[src/shared/rss_defines.vh]
`ifndef RSS_DEFINES_VH
`define RSS_DEFINES_VH
// ==========================================================
// Control bit positions
`define RSS_FFF_BIT        3'd7
`define RSS_DISCH_BIT      3'd6
`define RSS_EN_BIT         3'd5
// ==========================================================
// Reset values
`define RSS_CONV1_RST      8'h20
`define RSS_CONV2_RST      8'h20
`define RSS_LIN_RST        8'h88
`define RSS_UVLO_RST       8'h0D
`define RSS_CORE_V_LO      4'h0
`define RSS_CORE_V_HI      4'h1
// ==========================================================
// Timing, ns, and cycle counts at 4 ns
`define RSS_CLK_NS         4
`define RSS_T_UVLO_NS      400
`define RSS_T_OT_NS        400
`define RSS_T_STEP_NS      200
`define RSS_UVLO_CYC  ((`RSS_T_UVLO_NS + `RSS_CLK_NS - 1) / `RSS_CLK_NS)
`define RSS_OT_CYC    ((`RSS_T_OT_NS + `RSS_CLK_NS - 1) / `RSS_CLK_NS)
`define RSS_STEP_CYC  ((`RSS_T_STEP_NS + `RSS_CLK_NS - 1) / `RSS_CLK_NS)
// ==========================================================
// Sequencer states
`define RSS_S_OFF          3'd0
`define RSS_S_UP1          3'd1
`define RSS_S_UP2          3'd2
`define RSS_S_ON           3'd3
`define RSS_S_WAIT         3'd4
`define RSS_S_DN1          3'd5
`define RSS_S_DN2          3'd6
`endif

[src/logic/rss_sync.v]
// ==========================================================
// Two-flop synchroniser, per bit
module rss_sync #(
  parameter W = 4
) (
  input  wire         mclk,
  input  wire         nrst,
  input  wire [W-1:0] d,
  output wire [W-1:0] q
);
  genvar i;
  generate
    for (i = 0; i < W; i = i + 1) begin : g_bit
      reg s1_q;
      reg s2_q;
      // First flop feeds only the second
      always @(posedge mclk) begin
        if (!nrst) begin
          s1_q <= 1'b0;
          s2_q <= 1'b0;
        end else begin
          s1_q <= d[i];
          s2_q <= s1_q;
        end
      end
      assign q[i] = s2_q;
    end
  endgenerate
endmodule

[src/logic/rss_timer.v]
`include "rss_defines.vh"
// ==========================================================
// Down counter: load then pulse done as it steps from one to zero
module rss_timer #(
  parameter W = 12
) (
  input  wire         mclk,
  input  wire         nrst,
  input  wire         load,
  input  wire [W-1:0] count,
  output reg          done
);
  reg [W-1:0] cnt_q;
  // Load has priority; done is a one-cycle pulse
  always @(posedge mclk) begin
    if (!nrst) begin
      cnt_q <= {W{1'b0}};
      done  <= 1'b0;
    end else if (load) begin
      cnt_q <= count;
      done  <= 1'b0;
    end else begin
      done  <= (cnt_q == {{(W-1){1'b0}}, 1'b1});
      if (cnt_q != {W{1'b0}})
        cnt_q <= cnt_q - {{(W-1){1'b0}}, 1'b1};
    end
  end
endmodule

[src/logic/rss_top.v]
`include "rss_defines.vh"
// Contract
// - Discharge bits reset off, one per converter
// - Pull-down on when fault-off and bit set
// - Converter power-good flag into status
// - Maskable interrupt on converter rail droop
// - Converter comparator gated while converter off
// - Overtemperature acts only in fixed-frequency mode
// - Linear regulators default on, host-changeable
// - Linear regulator power-good flag into status
// - Interrupt on linear regulator droop
// - Second linear comparator gated while off
// - First linear comparator always active, drives reset
// - Lockout threshold resets to default, writable
// - Undervoltage: fail low, delay, ordered shutdown
// - Overtemperature: same steps, own delay
// - Automatic restart after condition clears
// - Order select picks first-up, last-down converter
// - Core default voltage from select pin
// - Bit 7 forces fixed-frequency mode
// - Power-fail low while power-on reset low
module rss_top #(
  parameter TW = 12
) (
  input  wire       mclk,
  input  wire       nrst,
  input  wire       supply_order_select,
  input  wire       core_default_voltage_select,
  input  wire       battery_cover_sense,
  input  wire       uvlo_below,
  input  wire       overtemp,
  input  wire       high_load_pwm,
  input  wire [3:0] pgood_raw,
  input  wire       wr_conv1,
  input  wire       wr_conv2,
  input  wire       wr_lin,
  input  wire       wr_uvlo,
  input  wire [7:0] wr_data,
  input  wire [7:0] irq_mask,
  output reg  [7:0] converter_ctrl_first,
  output reg  [7:0] converter_ctrl_second,
  output reg  [7:0] linear_regulator_ctrl,
  output reg  [7:0] uvlo_threshold,
  output reg  [3:0] core_voltage_sel,
  output wire [7:0] regulator_status_reg,
  output reg        core_rail_en,
  output reg        main_rail_en,
  output wire       first_linear_en,
  output wire       second_linear_en,
  output reg        core_rail_discharge,
  output reg        main_rail_discharge,
  output wire       fixed_freq_mode,
  output wire [3:0] pgood_cmp_en,
  output reg        power_fail_n,
  output reg        power_on_reset_n,
  output reg        droop_irq
);
  // ========================================================
  // Synchronised comparator inputs
  wire [3:0] pg_s;
  wire [2:0] flt_s;
  rss_sync #(.W(4)) u_pg_sync (
    .mclk (mclk),
    .nrst (nrst),
    .d    (pgood_raw),
    .q    (pg_s)
  );
  rss_sync #(.W(3)) u_flt_sync (
    .mclk (mclk),
    .nrst (nrst),
    .d    ({overtemp, uvlo_below, battery_cover_sense}),
    .q    (flt_s)
  );
  wire cover_ok = flt_s[0];
  wire uv       = flt_s[1];

  // ========================================================
  // Host-written control registers
  reg strap_done_q;
  always @(posedge mclk) begin
    if (!nrst) begin
      converter_ctrl_first  <= `RSS_CONV1_RST;
      converter_ctrl_second <= `RSS_CONV2_RST;
      linear_regulator_ctrl <= `RSS_LIN_RST;
      uvlo_threshold        <= `RSS_UVLO_RST;
      core_voltage_sel      <= `RSS_CORE_V_LO;
      strap_done_q          <= 1'b0;
    end else begin
      // Strap caught once after reset release, not in reset
      if (!strap_done_q) begin
        strap_done_q     <= 1'b1;
        core_voltage_sel <= core_default_voltage_select ?
                            `RSS_CORE_V_HI : `RSS_CORE_V_LO;
      end
      if (wr_conv1)
        converter_ctrl_first  <= wr_data;
      if (wr_conv2)
        converter_ctrl_second <= wr_data;
      if (wr_lin)
        linear_regulator_ctrl <= wr_data;
      if (wr_uvlo)
        uvlo_threshold        <= wr_data;
    end
  end

  // Fixed-frequency either forced or load-driven
  assign fixed_freq_mode = converter_ctrl_first[`RSS_FFF_BIT] |
                           high_load_pwm;
  // Overtemperature ignored outside fixed-frequency mode
  wire ot = flt_s[2] & fixed_freq_mode;
  wire fault = uv | ot | ~cover_ok;
  wire want_core = converter_ctrl_second[`RSS_EN_BIT];
  wire want_main = converter_ctrl_first[`RSS_EN_BIT];

  // ========================================================
  // Comparator enables and status
  assign pgood_cmp_en[0] = core_rail_en;
  assign pgood_cmp_en[1] = main_rail_en;
  assign pgood_cmp_en[2] = 1'b1;
  assign pgood_cmp_en[3] = second_linear_en;

  // A rail just enabled reads good until its comparator result
  // has crossed both sync flops; else each ramp looks like droop
  reg [3:0] cmp_en_d1_q;
  reg [3:0] cmp_en_d2_q;
  always @(posedge mclk) begin
    if (!nrst) begin
      cmp_en_d1_q <= 4'h0;
      cmp_en_d2_q <= 4'h0;
    end else begin
      cmp_en_d1_q <= pgood_cmp_en;
      cmp_en_d2_q <= cmp_en_d1_q;
    end
  end
  // Disabled or still blanked comparator reads good
  wire [3:0] pg_ok = pg_s | ~(pgood_cmp_en & cmp_en_d2_q);
  // Bits 0 to 3: core, main, first linear, second linear
  assign regulator_status_reg = {4'h0, pg_ok};

  // ========================================================
  // Droop interrupt, level from masked falling power-good
  reg [3:0] pg_prev_q;
  reg [3:0] droop_q;
  always @(posedge mclk) begin
    if (!nrst) begin
      pg_prev_q <= 4'hF;
      droop_q   <= 4'h0;
      droop_irq <= 1'b0;
    end else begin
      // Blanked comparators read good, so reset leaves no edge
      pg_prev_q <= pg_ok;
      // New droop wins over mask-based clear
      droop_q   <= (droop_q & irq_mask[7:4]) |
                   (pg_prev_q & ~pg_ok);
      droop_irq <= |(droop_q & ~irq_mask[3:0]);
    end
  end

  // ========================================================
  // Power sequencer
  reg  [2:0]    st_q;
  reg           tmr_load;
  reg  [TW-1:0] tmr_cnt;
  wire          tmr_done;
  reg           fault_off_q;
  reg           lin_on_q;
  rss_timer #(.W(TW)) u_timer (
    .mclk  (mclk),
    .nrst  (nrst),
    .load  (tmr_load),
    .count (tmr_cnt),
    .done  (tmr_done)
  );

  // Cycle counts kept at integer width, trimmed to the timer.
  // Limitation: every count must fit in TW bits
  localparam [31:0] STEP_C = `RSS_STEP_CYC;
  localparam [31:0] UVLO_C = `RSS_UVLO_CYC;
  localparam [31:0] OT_C   = `RSS_OT_CYC;

  // Delay chosen by cause: overtemperature or undervoltage
  always @* begin
    tmr_load = 1'b0;
    tmr_cnt  = STEP_C[TW-1:0];
    case (st_q)
      `RSS_S_OFF: begin
        // Reload every idle cycle so the ramp step starts full
        tmr_load = 1'b1;
      end
      `RSS_S_ON: begin
        if (fault) begin
          tmr_load = 1'b1;
          tmr_cnt  = ot ? OT_C[TW-1:0] : UVLO_C[TW-1:0];
        end
      end
      // Each expiry restarts the step delay for the next rail
      `RSS_S_UP1, `RSS_S_WAIT, `RSS_S_DN1: begin
        tmr_load = tmr_done;
      end
      default: begin
        tmr_load = 1'b0;
      end
    endcase
  end

  always @(posedge mclk) begin
    if (!nrst) begin
      st_q         <= `RSS_S_OFF;
      core_rail_en <= 1'b0;
      main_rail_en <= 1'b0;
      fault_off_q  <= 1'b0;
      lin_on_q     <= 1'b0;
    end else begin
      case (st_q)
        `RSS_S_OFF: begin
          if (!fault) begin
            // Restart without host action
            fault_off_q <= 1'b0;
            lin_on_q    <= 1'b1;
            st_q        <= `RSS_S_UP1;
            if (supply_order_select)
              main_rail_en <= want_main;
            else
              core_rail_en <= want_core;
          end
        end
        `RSS_S_UP1: begin
          if (fault)
            st_q <= `RSS_S_ON;
          else if (tmr_done) begin
            if (supply_order_select)
              core_rail_en <= want_core;
            else
              main_rail_en <= want_main;
            st_q <= `RSS_S_ON;
          end
        end
        `RSS_S_ON: begin
          if (fault)
            st_q <= `RSS_S_WAIT;
          else begin
            core_rail_en <= want_core;
            main_rail_en <= want_main;
          end
        end
        `RSS_S_WAIT: begin
          if (tmr_done) begin
            fault_off_q <= 1'b1;
            st_q        <= `RSS_S_DN1;
            // Last-up goes down first
            if (supply_order_select)
              core_rail_en <= 1'b0;
            else
              main_rail_en <= 1'b0;
          end
        end
        `RSS_S_DN1: begin
          if (tmr_done) begin
            core_rail_en <= 1'b0;
            main_rail_en <= 1'b0;
            st_q         <= `RSS_S_DN2;
          end
        end
        `RSS_S_DN2: begin
          lin_on_q <= 1'b0;
          st_q     <= `RSS_S_OFF;
        end
        default: begin
          st_q <= `RSS_S_OFF;
        end
      endcase
    end
  end

  // Linear regulators follow their control bits while running
  assign first_linear_en  = lin_on_q &
                            linear_regulator_ctrl[3];
  assign second_linear_en = lin_on_q &
                            linear_regulator_ctrl[7];

  // ========================================================
  // Discharge loads and fail outputs
  always @(posedge mclk) begin
    if (!nrst) begin
      core_rail_discharge <= 1'b0;
      main_rail_discharge <= 1'b0;
      power_on_reset_n    <= 1'b0;
      power_fail_n        <= 1'b0;
    end else begin
      // Loads only after a fault shutdown, never a host disable
      core_rail_discharge <= fault_off_q & ~core_rail_en &
        converter_ctrl_second[`RSS_DISCH_BIT];
      main_rail_discharge <= fault_off_q & ~main_rail_en &
        converter_ctrl_first[`RSS_DISCH_BIT];
      // Reset follows first linear regulator alone
      power_on_reset_n    <= pg_s[2];
      // Fail drops at once on fault, and under reset
      power_fail_n        <= ~fault & pg_s[2];
    end
  end
endmodule

[config.mk]
export PLATFORM = sky130hd
export DESIGN_NAME = rss_top
export DESIGN_NICKNAME = d
export VERILOG_FILES = /design/src/logic/rss_sync.v /design/src/logic/rss_timer.v /design/src/logic/rss_top.v
export VERILOG_INCLUDE_DIRS = /design/src /design/src/shared
export SDC_FILE = /design/constraint.sdc
export NUM_CORES = 1
export LEC_CHECK = 0
export ABC_AREA = 1
export BUFFER_PORTS_ARGS = -buffer_cell sky130_fd_sc_hd__buf_4
export CAP_MARGIN = 20
export CORE_MARGIN = 2
export CORE_UTILIZATION = 57
export CTS_CLUSTER_DIAMETER = 150
export DETAILED_ROUTE_END_ITERATION = 10
export GPL_ROUTABILITY_DRIVEN = 0
export PLACE_DENSITY = 0.89
export REMOVE_ABC_BUFFERS = 1
export SETUP_SLACK_MARGIN = 0.2
export SLEW_MARGIN = 20
export SYNTH_ARGS = -nofsm -noshare
export SYNTH_HDL_FRONTEND = slang
export SYNTH_HIERARCHICAL = 1
export SYNTH_SLANG_ARGS = --single-unit
[constraint.sdc]
create_clock -name mclk -period 3.9 [get_ports mclk]
set_input_delay 1.17 -clock mclk [delete_from_list [all_inputs] [get_ports mclk]]
set_output_delay 1.17 -clock mclk [all_outputs]
set_load 0.02 [all_outputs]
==> results of run 1 <==
Yosys cell counts, types with 2 or more instances:
master / instances / area, um2
o21ai_0: 38 / 190
conb_1: 2 / 7.51
nor2_1: 81 / 304
o21ai_1: 4 / 20.0
clkinv_1: 3 / 11.3
or2_2: 4 / 25.0
inv_1: 59 / 221
clkbuf_1: 5 / 18.8
nor2_4: 6 / 67.6
inv_2: 5 / 18.8
nand4_1: 4 / 25.0
ha_1: 3 / 37.5
nand2_2: 12 / 75.1
o211ai_1: 2 / 15.0
buf_2: 5 / 25.0
nor3_1: 5 / 25.0
nand3_1: 25 / 125
a21oi_1: 20 / 100
o22ai_1: 3 / 18.8
dfxtp_1: 88 / 1760
nand2_1: 88 / 330
nor2_2: 3 / 18.8
buf_4: 18 / 135
per-layer routing:
| layer | wire [um] | global-route usage (%) | up-vias |
|---|---|---|---|
| met4 | 199 | 9.67 | 0 |
| met5 | 0 | 0 | - |
| met1 | 3280 | 25.4 | 1490 |
| met3 | 664 | 9.44 | 18 |
| li1 | - | - | 1663 |
| met2 | 4290 | 41.7 | 96 |
layout make-up:
type | count | area share (%)
sequential | 88 | 39.3
multi-input combinational | 324 | 34.3
timing repair buffer | 82 | 13.7
inverter | 67 | 5.61
clock buffer | 9 | 2.76
tap | 77 | 2.15
clock inverter | 7 | 2.12
final timing paths:
path / start / end / cells after the start
worst min register to register: u_pg_sync/g_bit[3].s1_q / u_pg_sync/g_bit[3].s2_q / 2
worst max register to register: converter_ctrl_first[7] / u_timer/cnt_q[8] / 12
worst max-delay path: high_load_pwm / u_timer/cnt_q[8] / 13
worst min-delay path: u_pg_sync/g_bit[3].s1_q / u_pg_sync/g_bit[3].s2_q / 2
power groups by stage:
stage	sequential (mW)	clock, mW	combinational, mW
after floorplan	1.07	0	0.299
after global placement	1.05	0	0.476
after detailed placement	1.05	0	0.500
after CTS	1.03	0.700	0.503
after global routing	1.04	0.730	0.558
final	1.03	0.686	0.506
cell families after synthesis:
kind of cell | count (synthesis) | share of synthesized area [%]
AO/OA/AOI/OAI | 71 | 10.4
adder cells (fa/ha/maj) | 3 | 1.01
buffers and inverters | 97 | 12.3
flip-flops | 88 | 47.6
other | 2 | 0.203
AND/OR/NAND/NOR | 234 | 28.5
critical path, delay by kind of cell:
family | cells | cell delay [ps]
and+or+nand+nor | 7 | 1010
buffers and inverters | 3 | 560
AOI/OAI and AO/OA | 3 | 490
stage by stage:
step | power (mW) | util [%] | instances
6_report | 2.22 | 71.0 | 654
3_3_place_gp | 1.52 | 67.5 | 638
2_1_floorplan | 1.37 | - | 479
3_5_place_dp | 1.55 | 67.5 | 638
4_1_cts | 2.23 | 71.0 | 654
5_1_grt | 2.33 | 71.0 | 654
flip-flops by register name (all words and copies together), names as in the netlist, 3 cells and up:
| name | count |
|---|---|
| cmp_en_d1_q | 4 |
| cmp_en_d2_q | 4 |
| converter_ctrl_first | 8 |
| converter_ctrl_second | 8 |
| droop_q | 4 |
| linear_regulator_ctrl | 8 |
| pg_prev_q | 4 |
| st_q | 3 |
| u_flt_sync/g_bit.s1_q | 3 |
| u_flt_sync/g_bit.s2_q | 3 |
| u_pg_sync/g_bit.s1_q | 4 |
| u_pg_sync/g_bit.s2_q | 4 |
| u_timer/cnt_q | 12 |
| uvlo_threshold | 8 |
==> impl_metrics.tcl, run 1 <==
set metrics [dict create \
    drtIter0Drc 146 \
    async_flop_share_pct 0 \
    clk_latency_ps 360 \
    start_util_pct 58.6 \
    cts_tree "yes" \
    cp_data_required_time_ps 4160 \
    holdWs_ps 420 \
    drive_above_1_share_pct 23.2 \
    max_slew_margin_pct 50.8 \
    die_y_um 84.6 \
    crit_arrival_ps 3250 \
    die-area_mm2 0.00715 \
    post-dp-hpwl_um 6140 \
    slowest_stage "inv_2" \
    max_clock_freq_ghz 0.334 \
    syn-instance-count 495 \
    synth.distinct_cells 35 \
    rows 29 \
    multi_input_area_mm2 0.00154 \
    p_seq_share_pct 46.4 \
    gr-total-overflow 0 \
    worstSetupPathType "in2reg" \
    layout_common_cells "nand2_1, dfxtp_1, buf_4" \
    totalWireLength_um 8440 \
    numCtsBuffers 9 \
    final-seq-area_mm2 0.00176 \
    switching_share_pct 31.8 \
    grt_antenna_before_repair 0 \
    clock_path_buffers 2 \
    status "finished clean" \
    drtPass1Iterations 4 \
    hold_viol 0 \
    die_w_um 84.6 \
    synth_edf_count 0 \
    peakVddDrop_mv 0.311 \
    drc 0 \
    end_kind "flip-flop" \
    track_usage_pct 23.7 \
    p_switching_mw 0.706 \
    powerDensity_mw_per_mm2 496 \
    rsz0062_at_grt "no" \
    worst_pin_slew_ps 731 \
    vias_per_cell 5.00 \
    r2r_slack_ps 1440 \
    postRouteAntennaNets 0 \
    place.port_buffers 81 \
    p_int_mw 1.52 \
    start_kind "primary input" \
    diodes 0 \
    postCtsSetupRepairBufs 0 \
    grt_max_degree 45 \
    hold_buffers 0 \
    setup_ws_ps 907 \
    grt_pass1_vias 3026 \
    pwr-share-comb_pct 22.8 \
    yosys_register_bits 88 \
    post-route-min-period_ps 2990 \
    fill_cells 528 \
    ioPinCount 90 \
    setup_violations 0 \
    clockPowerShare_pct 30.9 \
    hold_path_class "reg2reg" \
    fin_tns_setup_ps 0 \
    coreArea_mm2 0.00631 \
    finClkSkew_ps 10.2 \
    ctsRootBufferMaster "clkbuf_8" \
    final_cell_area_mm2 0.00448 \
    crit_chain "buf_4 > o21ai_1 > nand2_2 > nand2_2 > o21ai_0 > inv_2 > nand2_2 > nor3_4 > nand2_2 > nand2_1 > inv_1 > o21ai_1 > nor2_1" \
    ys.flop_type "dfxtp_1" \
    cap_violations 0 \
    grt_first_pass_wirelength_um 13600 \
    timing.final.crit_share_pct 76.7 \
    cts-htree-levels 3 \
    syn_area_mm2 0.00370 \
    nets 607 \
    wl_per_cell_um 12.9 \
    clk_pin_slew_ps 80 \
    yosysSeqAreaShare_pct 47.6 \
    area_growth_pct 21.1 \
    ys_warn_count 6 \
    pre_cts_slack_ps 590 \
    max_stage_delay_ps 380 \
    vias 3267 \
    clock_sinks 88 \
    p_leak_nw 2.24 \
    critPathMaxFanout 22 \
    place_area_mm2 0.00426 \
    syn_area_per_cell_um2 7.48 \
    slew_viol_final 0 \
    cpMostUsedCell "nand2_2" \
    ctsResizeCount 0 \
]
Note: power is estimated with default switching activity, not from simulation.
==> inputs of run 2 (changes only) <==
Settings changed: CORE_UTILIZATION 57 to 48, PLACE_DENSITY 0.89 to 0.81.
Clock period 3.9 ns to 2.7 ns, I/O delays scaled along.
==> run 2 against run 1 <==
Net effect: sequential share of layout area down 0.27 points; worst setup slack got worse by 370 ps; clock power grew 35%; hold slack is essentially flat; critical path depth is 9 lower.
==> impl_metrics.tcl, run 2 (same netlist as run 1, synthesis figures left out) <==
set metrics [dict create \
    die-area_mm2 0.00843 \
    slew_viol_final 0 \
    ioPinCount 90 \
    critPathMaxFanout 3 \
    top_register "u_timer/cnt_q" \
    slowest_stage "dfxtp_1" \
    nets 609 \
    grt_pass1_vias 2980 \
    rows 32 \
    coreArea_mm2 0.00761 \
    numCtsBuffers 9 \
    hold_viol 0 \
    final-seq-area_mm2 0.00176 \
    p_leak_nw 2.24 \
    grt_first_pass_wirelength_um 13300 \
    layout_common_cells "nand2_1, dfxtp_1, buf_4" \
    clock_path_buffers 2 \
    die_w_um 91.8 \
    hold_path_class "reg2reg" \
    min_from "u_pg_sync/g_bit[2].s1_q" \
    worstHoldEndpoint "u_pg_sync/g_bit[2].s2_q" \
    totalWireLength_um 7820 \
    ctsResizeCount 0 \
    gr-total-overflow 0 \
    start_kind "flip-flop" \
    clock_sinks 88 \
    setup_violations 0 \
    postRouteAntennaNets 0 \
    grt_max_degree 43 \
    r2r-start "converter_ctrl_first[7]" \
    clk_latency_ps 350 \
    vias 3153 \
    cp_data_required_time_ps 1890 \
    max_stage_delay_ps 370 \
    r2r_cells 12 \
    track_usage_pct 19.2 \
    multi_input_area_mm2 0.00154 \
    largest_reg_flops 12 \
    setup_ws_ps 535 \
    drive_above_1_share_pct 23.5 \
    grt_antenna_before_repair 0 \
    diodes 0 \
    fill_cells 692 \
    start_util_pct 48.7 \
    peakVddDrop_mv 0.360 \
    clk_pin_slew_ps 90 \
    powerDensity_mw_per_mm2 696 \
    wl_per_cell_um 11.5 \
    die_y_um 91.8 \
    pre_cts_slack_ps 245 \
    crit_arrival_ps 1360 \
    post-route-min-period_ps 2170 \
    status "finished clean" \
    hold_buffers 0 \
    worstSetupPathType "reg2out" \
    place.port_buffers 81 \
    r2r_slack_ps 820 \
    timing.final.crit_share_pct 80.2 \
    drtPass1Iterations 4 \
    fin_tns_setup_ps 0 \
    finClkSkew_ps 3.07 \
    end_kind "output port" \
    post-dp-hpwl_um 5920 \
    cap_violations 0 \
    holdWs_ps 419 \
    crit_chain "nand2_1 > nor3_1 > inv_1 > buf_4" \
    whs_path_depth 2 \
    max_clock_freq_ghz 0.462 \
    dp_cells 665 \
    cts_tree "yes" \
    drtIter0Drc 115 \
    ctsRootBufferMaster "clkbuf_8" \
    cp-startpoint "lin_on_q" \
    rsz0062_at_grt "no" \
    final_core_util_pct 59.3 \
    postCtsSetupRepairBufs 0 \
    vias_per_cell 4.63 \
    area_growth_pct 21.9 \
    r2r-end "u_timer/cnt_q[8]" \
    cts-htree-levels 3 \
    layoutNonFillerInstCount 681 \
    drc 0 \
]
[run 2: metal layers]
metal  wire length (um)  vias up  part of all wire, %  global-route usage [%]
li1                   -     1664                    -                       -
met5                  0        -                    0                       0
met1               3410     1411                   44                    23.0
met4                 75        0                 0.96                    4.98
met3                464        9                  5.9                    5.67
met2               3860       69                   49                    33.8
[run 2: cell type report]
| class | instances | share of cell area (%) |
|---|---|---|
| timing repair buffer | 84 | 14.0 |
| clock inverter | 6 | 1.47 |
| sequential | 88 | 39.0 |
| tap | 102 | 2.83 |
| multi-input combinational | 324 | 34.1 |
| inverter | 67 | 5.57 |
| clock buffer | 10 | 3.05 |
[run 2: worst max path at each step]
stage                              endpoint  slack (ps)  cells after the start
floorplan                  u_timer/cnt_q[8]         230                     12
global placement           u_timer/cnt_q[8]         310                     13
detailed placement         u_timer/cnt_q[8]         250                     13
CTS                 regulator_status_reg[3]         500                      4
global route               u_timer/cnt_q[8]         400                     13
finish              regulator_status_reg[3]         530                      4
[run 2: through the flow]
| step | instance area [um2] | total power [mW] |
|---|---|---|
| after floorplan | 3550 | 1.98 |
| after detailed placement | 4310 | 2.24 |
| final | 4510 | 3.14 |
| after global placement | 4310 | 2.22 |
| after global routing | 4510 | 3.31 |
| after CTS | 4510 | 3.16 |
[run 2: report_power, final]
part           leakage [nW]  switching (mW)  internal (mW)
Combinational          1.41           0.446          0.279
Sequential            0.726          0.0872           1.40
Clock                 0.107           0.470          0.458
[run 2: worst max-delay path: cells and delay by family, from the launching register on]
kind	cells	cell delay, ps
buf+inv	2	250
simple gates	2	390
flops	1	370
==> inputs of run 3 (changes only) <==
Settings changed: CORE_UTILIZATION 48 to 53, PLACE_DENSITY 0.81 to 0.84.
Clock period 2.7 ns to 2 ns, I/O delays scaled along.
==> run 3 against run 2 <==
Net effect: global-route usage increased by 3.7 points; largest cell class unchanged; clock-buffer cell count is the same; largest power group unchanged; sequential cell count stayed put.
==> impl_metrics.tcl, run 3 (same netlist as run 1, synthesis figures left out) <==
set metrics [dict create \
    vias_per_cell 4.85 \
    pre_cts_slack_ps -43.5 \
    max_stage_delay_ps 360 \
    status "finished clean" \
    crit_arrival_ps 1150 \
    setup_violations 0 \
    post-route-min-period_ps 1750 \
    setup_ws_ps 246 \
    p_leak_nw 2.32 \
    layout_common_cells "buf_4, nand2_1, dfxtp_1" \
    slew_viol_final 0 \
    top_register "u_timer/cnt_q" \
    fill_cells 511 \
    ctsRootBufferMaster "clkbuf_8" \
    finClkSkew_ps 6.73 \
    grt_max_degree 54 \
    clk_pin_slew_ps 90 \
    wl_per_cell_um 12.1 \
    drtPass1Iterations 5 \
    grt_pass1_vias 3050 \
    peakVddDrop_mv 0.529 \
    totalWireLength_um 8370 \
    layoutNonFillerInstCount 689 \
    die_y_um 87.6 \
    dp_cells 664 \
    hold_path_class "reg2reg" \
    grt_antenna_before_repair 0 \
    die_w_um 87.6 \
    timing.final.crit_share_pct 87.7 \
    cp_data_required_time_ps 1400 \
    end_kind "output port" \
    numCtsBuffers 9 \
    max_clock_freq_ghz 0.570 \
    hold_buffers 0 \
    clk_latency_ps 350 \
    final_common_cell "buf_4" \
    drive_above_1_share_pct 27.5 \
    rsz0062_at_grt "yes" \
    powerDensity_mw_per_mm2 908 \
    crit_chain "or2_2 > buf_4" \
    rows 30 \
    place.port_buffers 81 \
    die-area_mm2 0.00767 \
    area_growth_pct 25.9 \
    grt_first_pass_wirelength_um 13600 \
    track_usage_pct 22.9 \
    vias 3345 \
    gr-total-overflow 0 \
    critPathMaxFanout 4 \
    drc 0 \
    coreArea_mm2 0.00679 \
    cap_violations 0 \
    clock_path_buffers 2 \
    multi_input_area_mm2 0.00157 \
    start_kind "flip-flop" \
    ioPinCount 90 \
    hold_viol 0 \
    fin_tns_setup_ps 0 \
    largest_reg_flops 12 \
    start_util_pct 54.5 \
    cts-htree-levels 3 \
    diodes 0 \
    worstSetupPathType "reg2out" \
    cts_tree "yes" \
    post-dp-hpwl_um 6050 \
    final-seq-area_mm2 0.00178 \
    postRouteAntennaNets 0 \
    clock_sinks 88 \
    slowest_stage "dfxtp_2" \
    nets 624 \
    drtIter0Drc 107 \
    final_core_util_pct 68.6 \
]
==> run 3: cell types whose count changed in the layout (fill, tap and decap cells not counted), sizes merged <==
cell,change
clkinv,-1
inv,-2
buf,+15
clkinvlp,+2
==> run 3: layout make-up <==
class,count,share of cell area [%]
repair buffers,99,16.2
well taps,96,2.58
multi-input cells,324,33.7
inverters,67,5.40
clock inverters,5,1.26
clock buffers,10,2.74
flip-flops and latches,88,38.1
==> run 3: routing by layer <==
metal / GRT usage (%) / wire, um
met1: 25.7 / 3280
met2: 40.4 / 4280
met3: 7.82 / 665
met5: 0 / 0
met4: 8.39 / 145
==> run 3: report_power, final <==
group | internal (mW) | leakage, nW | switching, mW
Clock | 0.571 | 0.0883 | 0.609
Combinational | 0.406 | 1.50 | 0.636
Sequential | 1.89 | 0.729 | 0.113
Total | 2.87 | 2.32 | 1.36
==> run 3: worst max-delay path: cells and delay by family, from the launching register on <==
kind / cells / cell delay (ps)
and+or+nand+nor: 1 / 290
DFF: 1 / 360
buffers and inverters: 1 / 160
==> run 3: path summary, 6_finish.rpt <==
kind                            startpoint                        to  slack [ps]  cells past startpoint
hold / removal    u_flt_sync/g_bit[1].s1_q  u_flt_sync/g_bit[1].s2_q         420                      2
setup / recovery   converter_ctrl_first[7]           fixed_freq_mode         250                      2
hold reg to reg   u_flt_sync/g_bit[1].s1_q  u_flt_sync/g_bit[1].s2_q         420                      2
setup reg to reg                   st_q[2]          u_timer/cnt_q[7]         290                     10
==> run 3: metrics by stage <==
stage               total power [mW]  instance area (um2)  hold WS (ps)
CTS                             4.21                 4560           408
finish                          4.23                 4660           419
detailed placement              3.04                 4350           401
global placement                3.00                 4350           393
global route                    4.45                 4660           427
floorplan                       2.68                 3550           390
==> run 3: timing repair <==
| action | in CTS | in global routing |
|---|---|---|
| pin swaps | 1 | 4 |
| setup buffers | 1 | 9 |
| endpoints found under the setup margin | 7 | 13 |
| gates resized for setup | 10 | 9 |
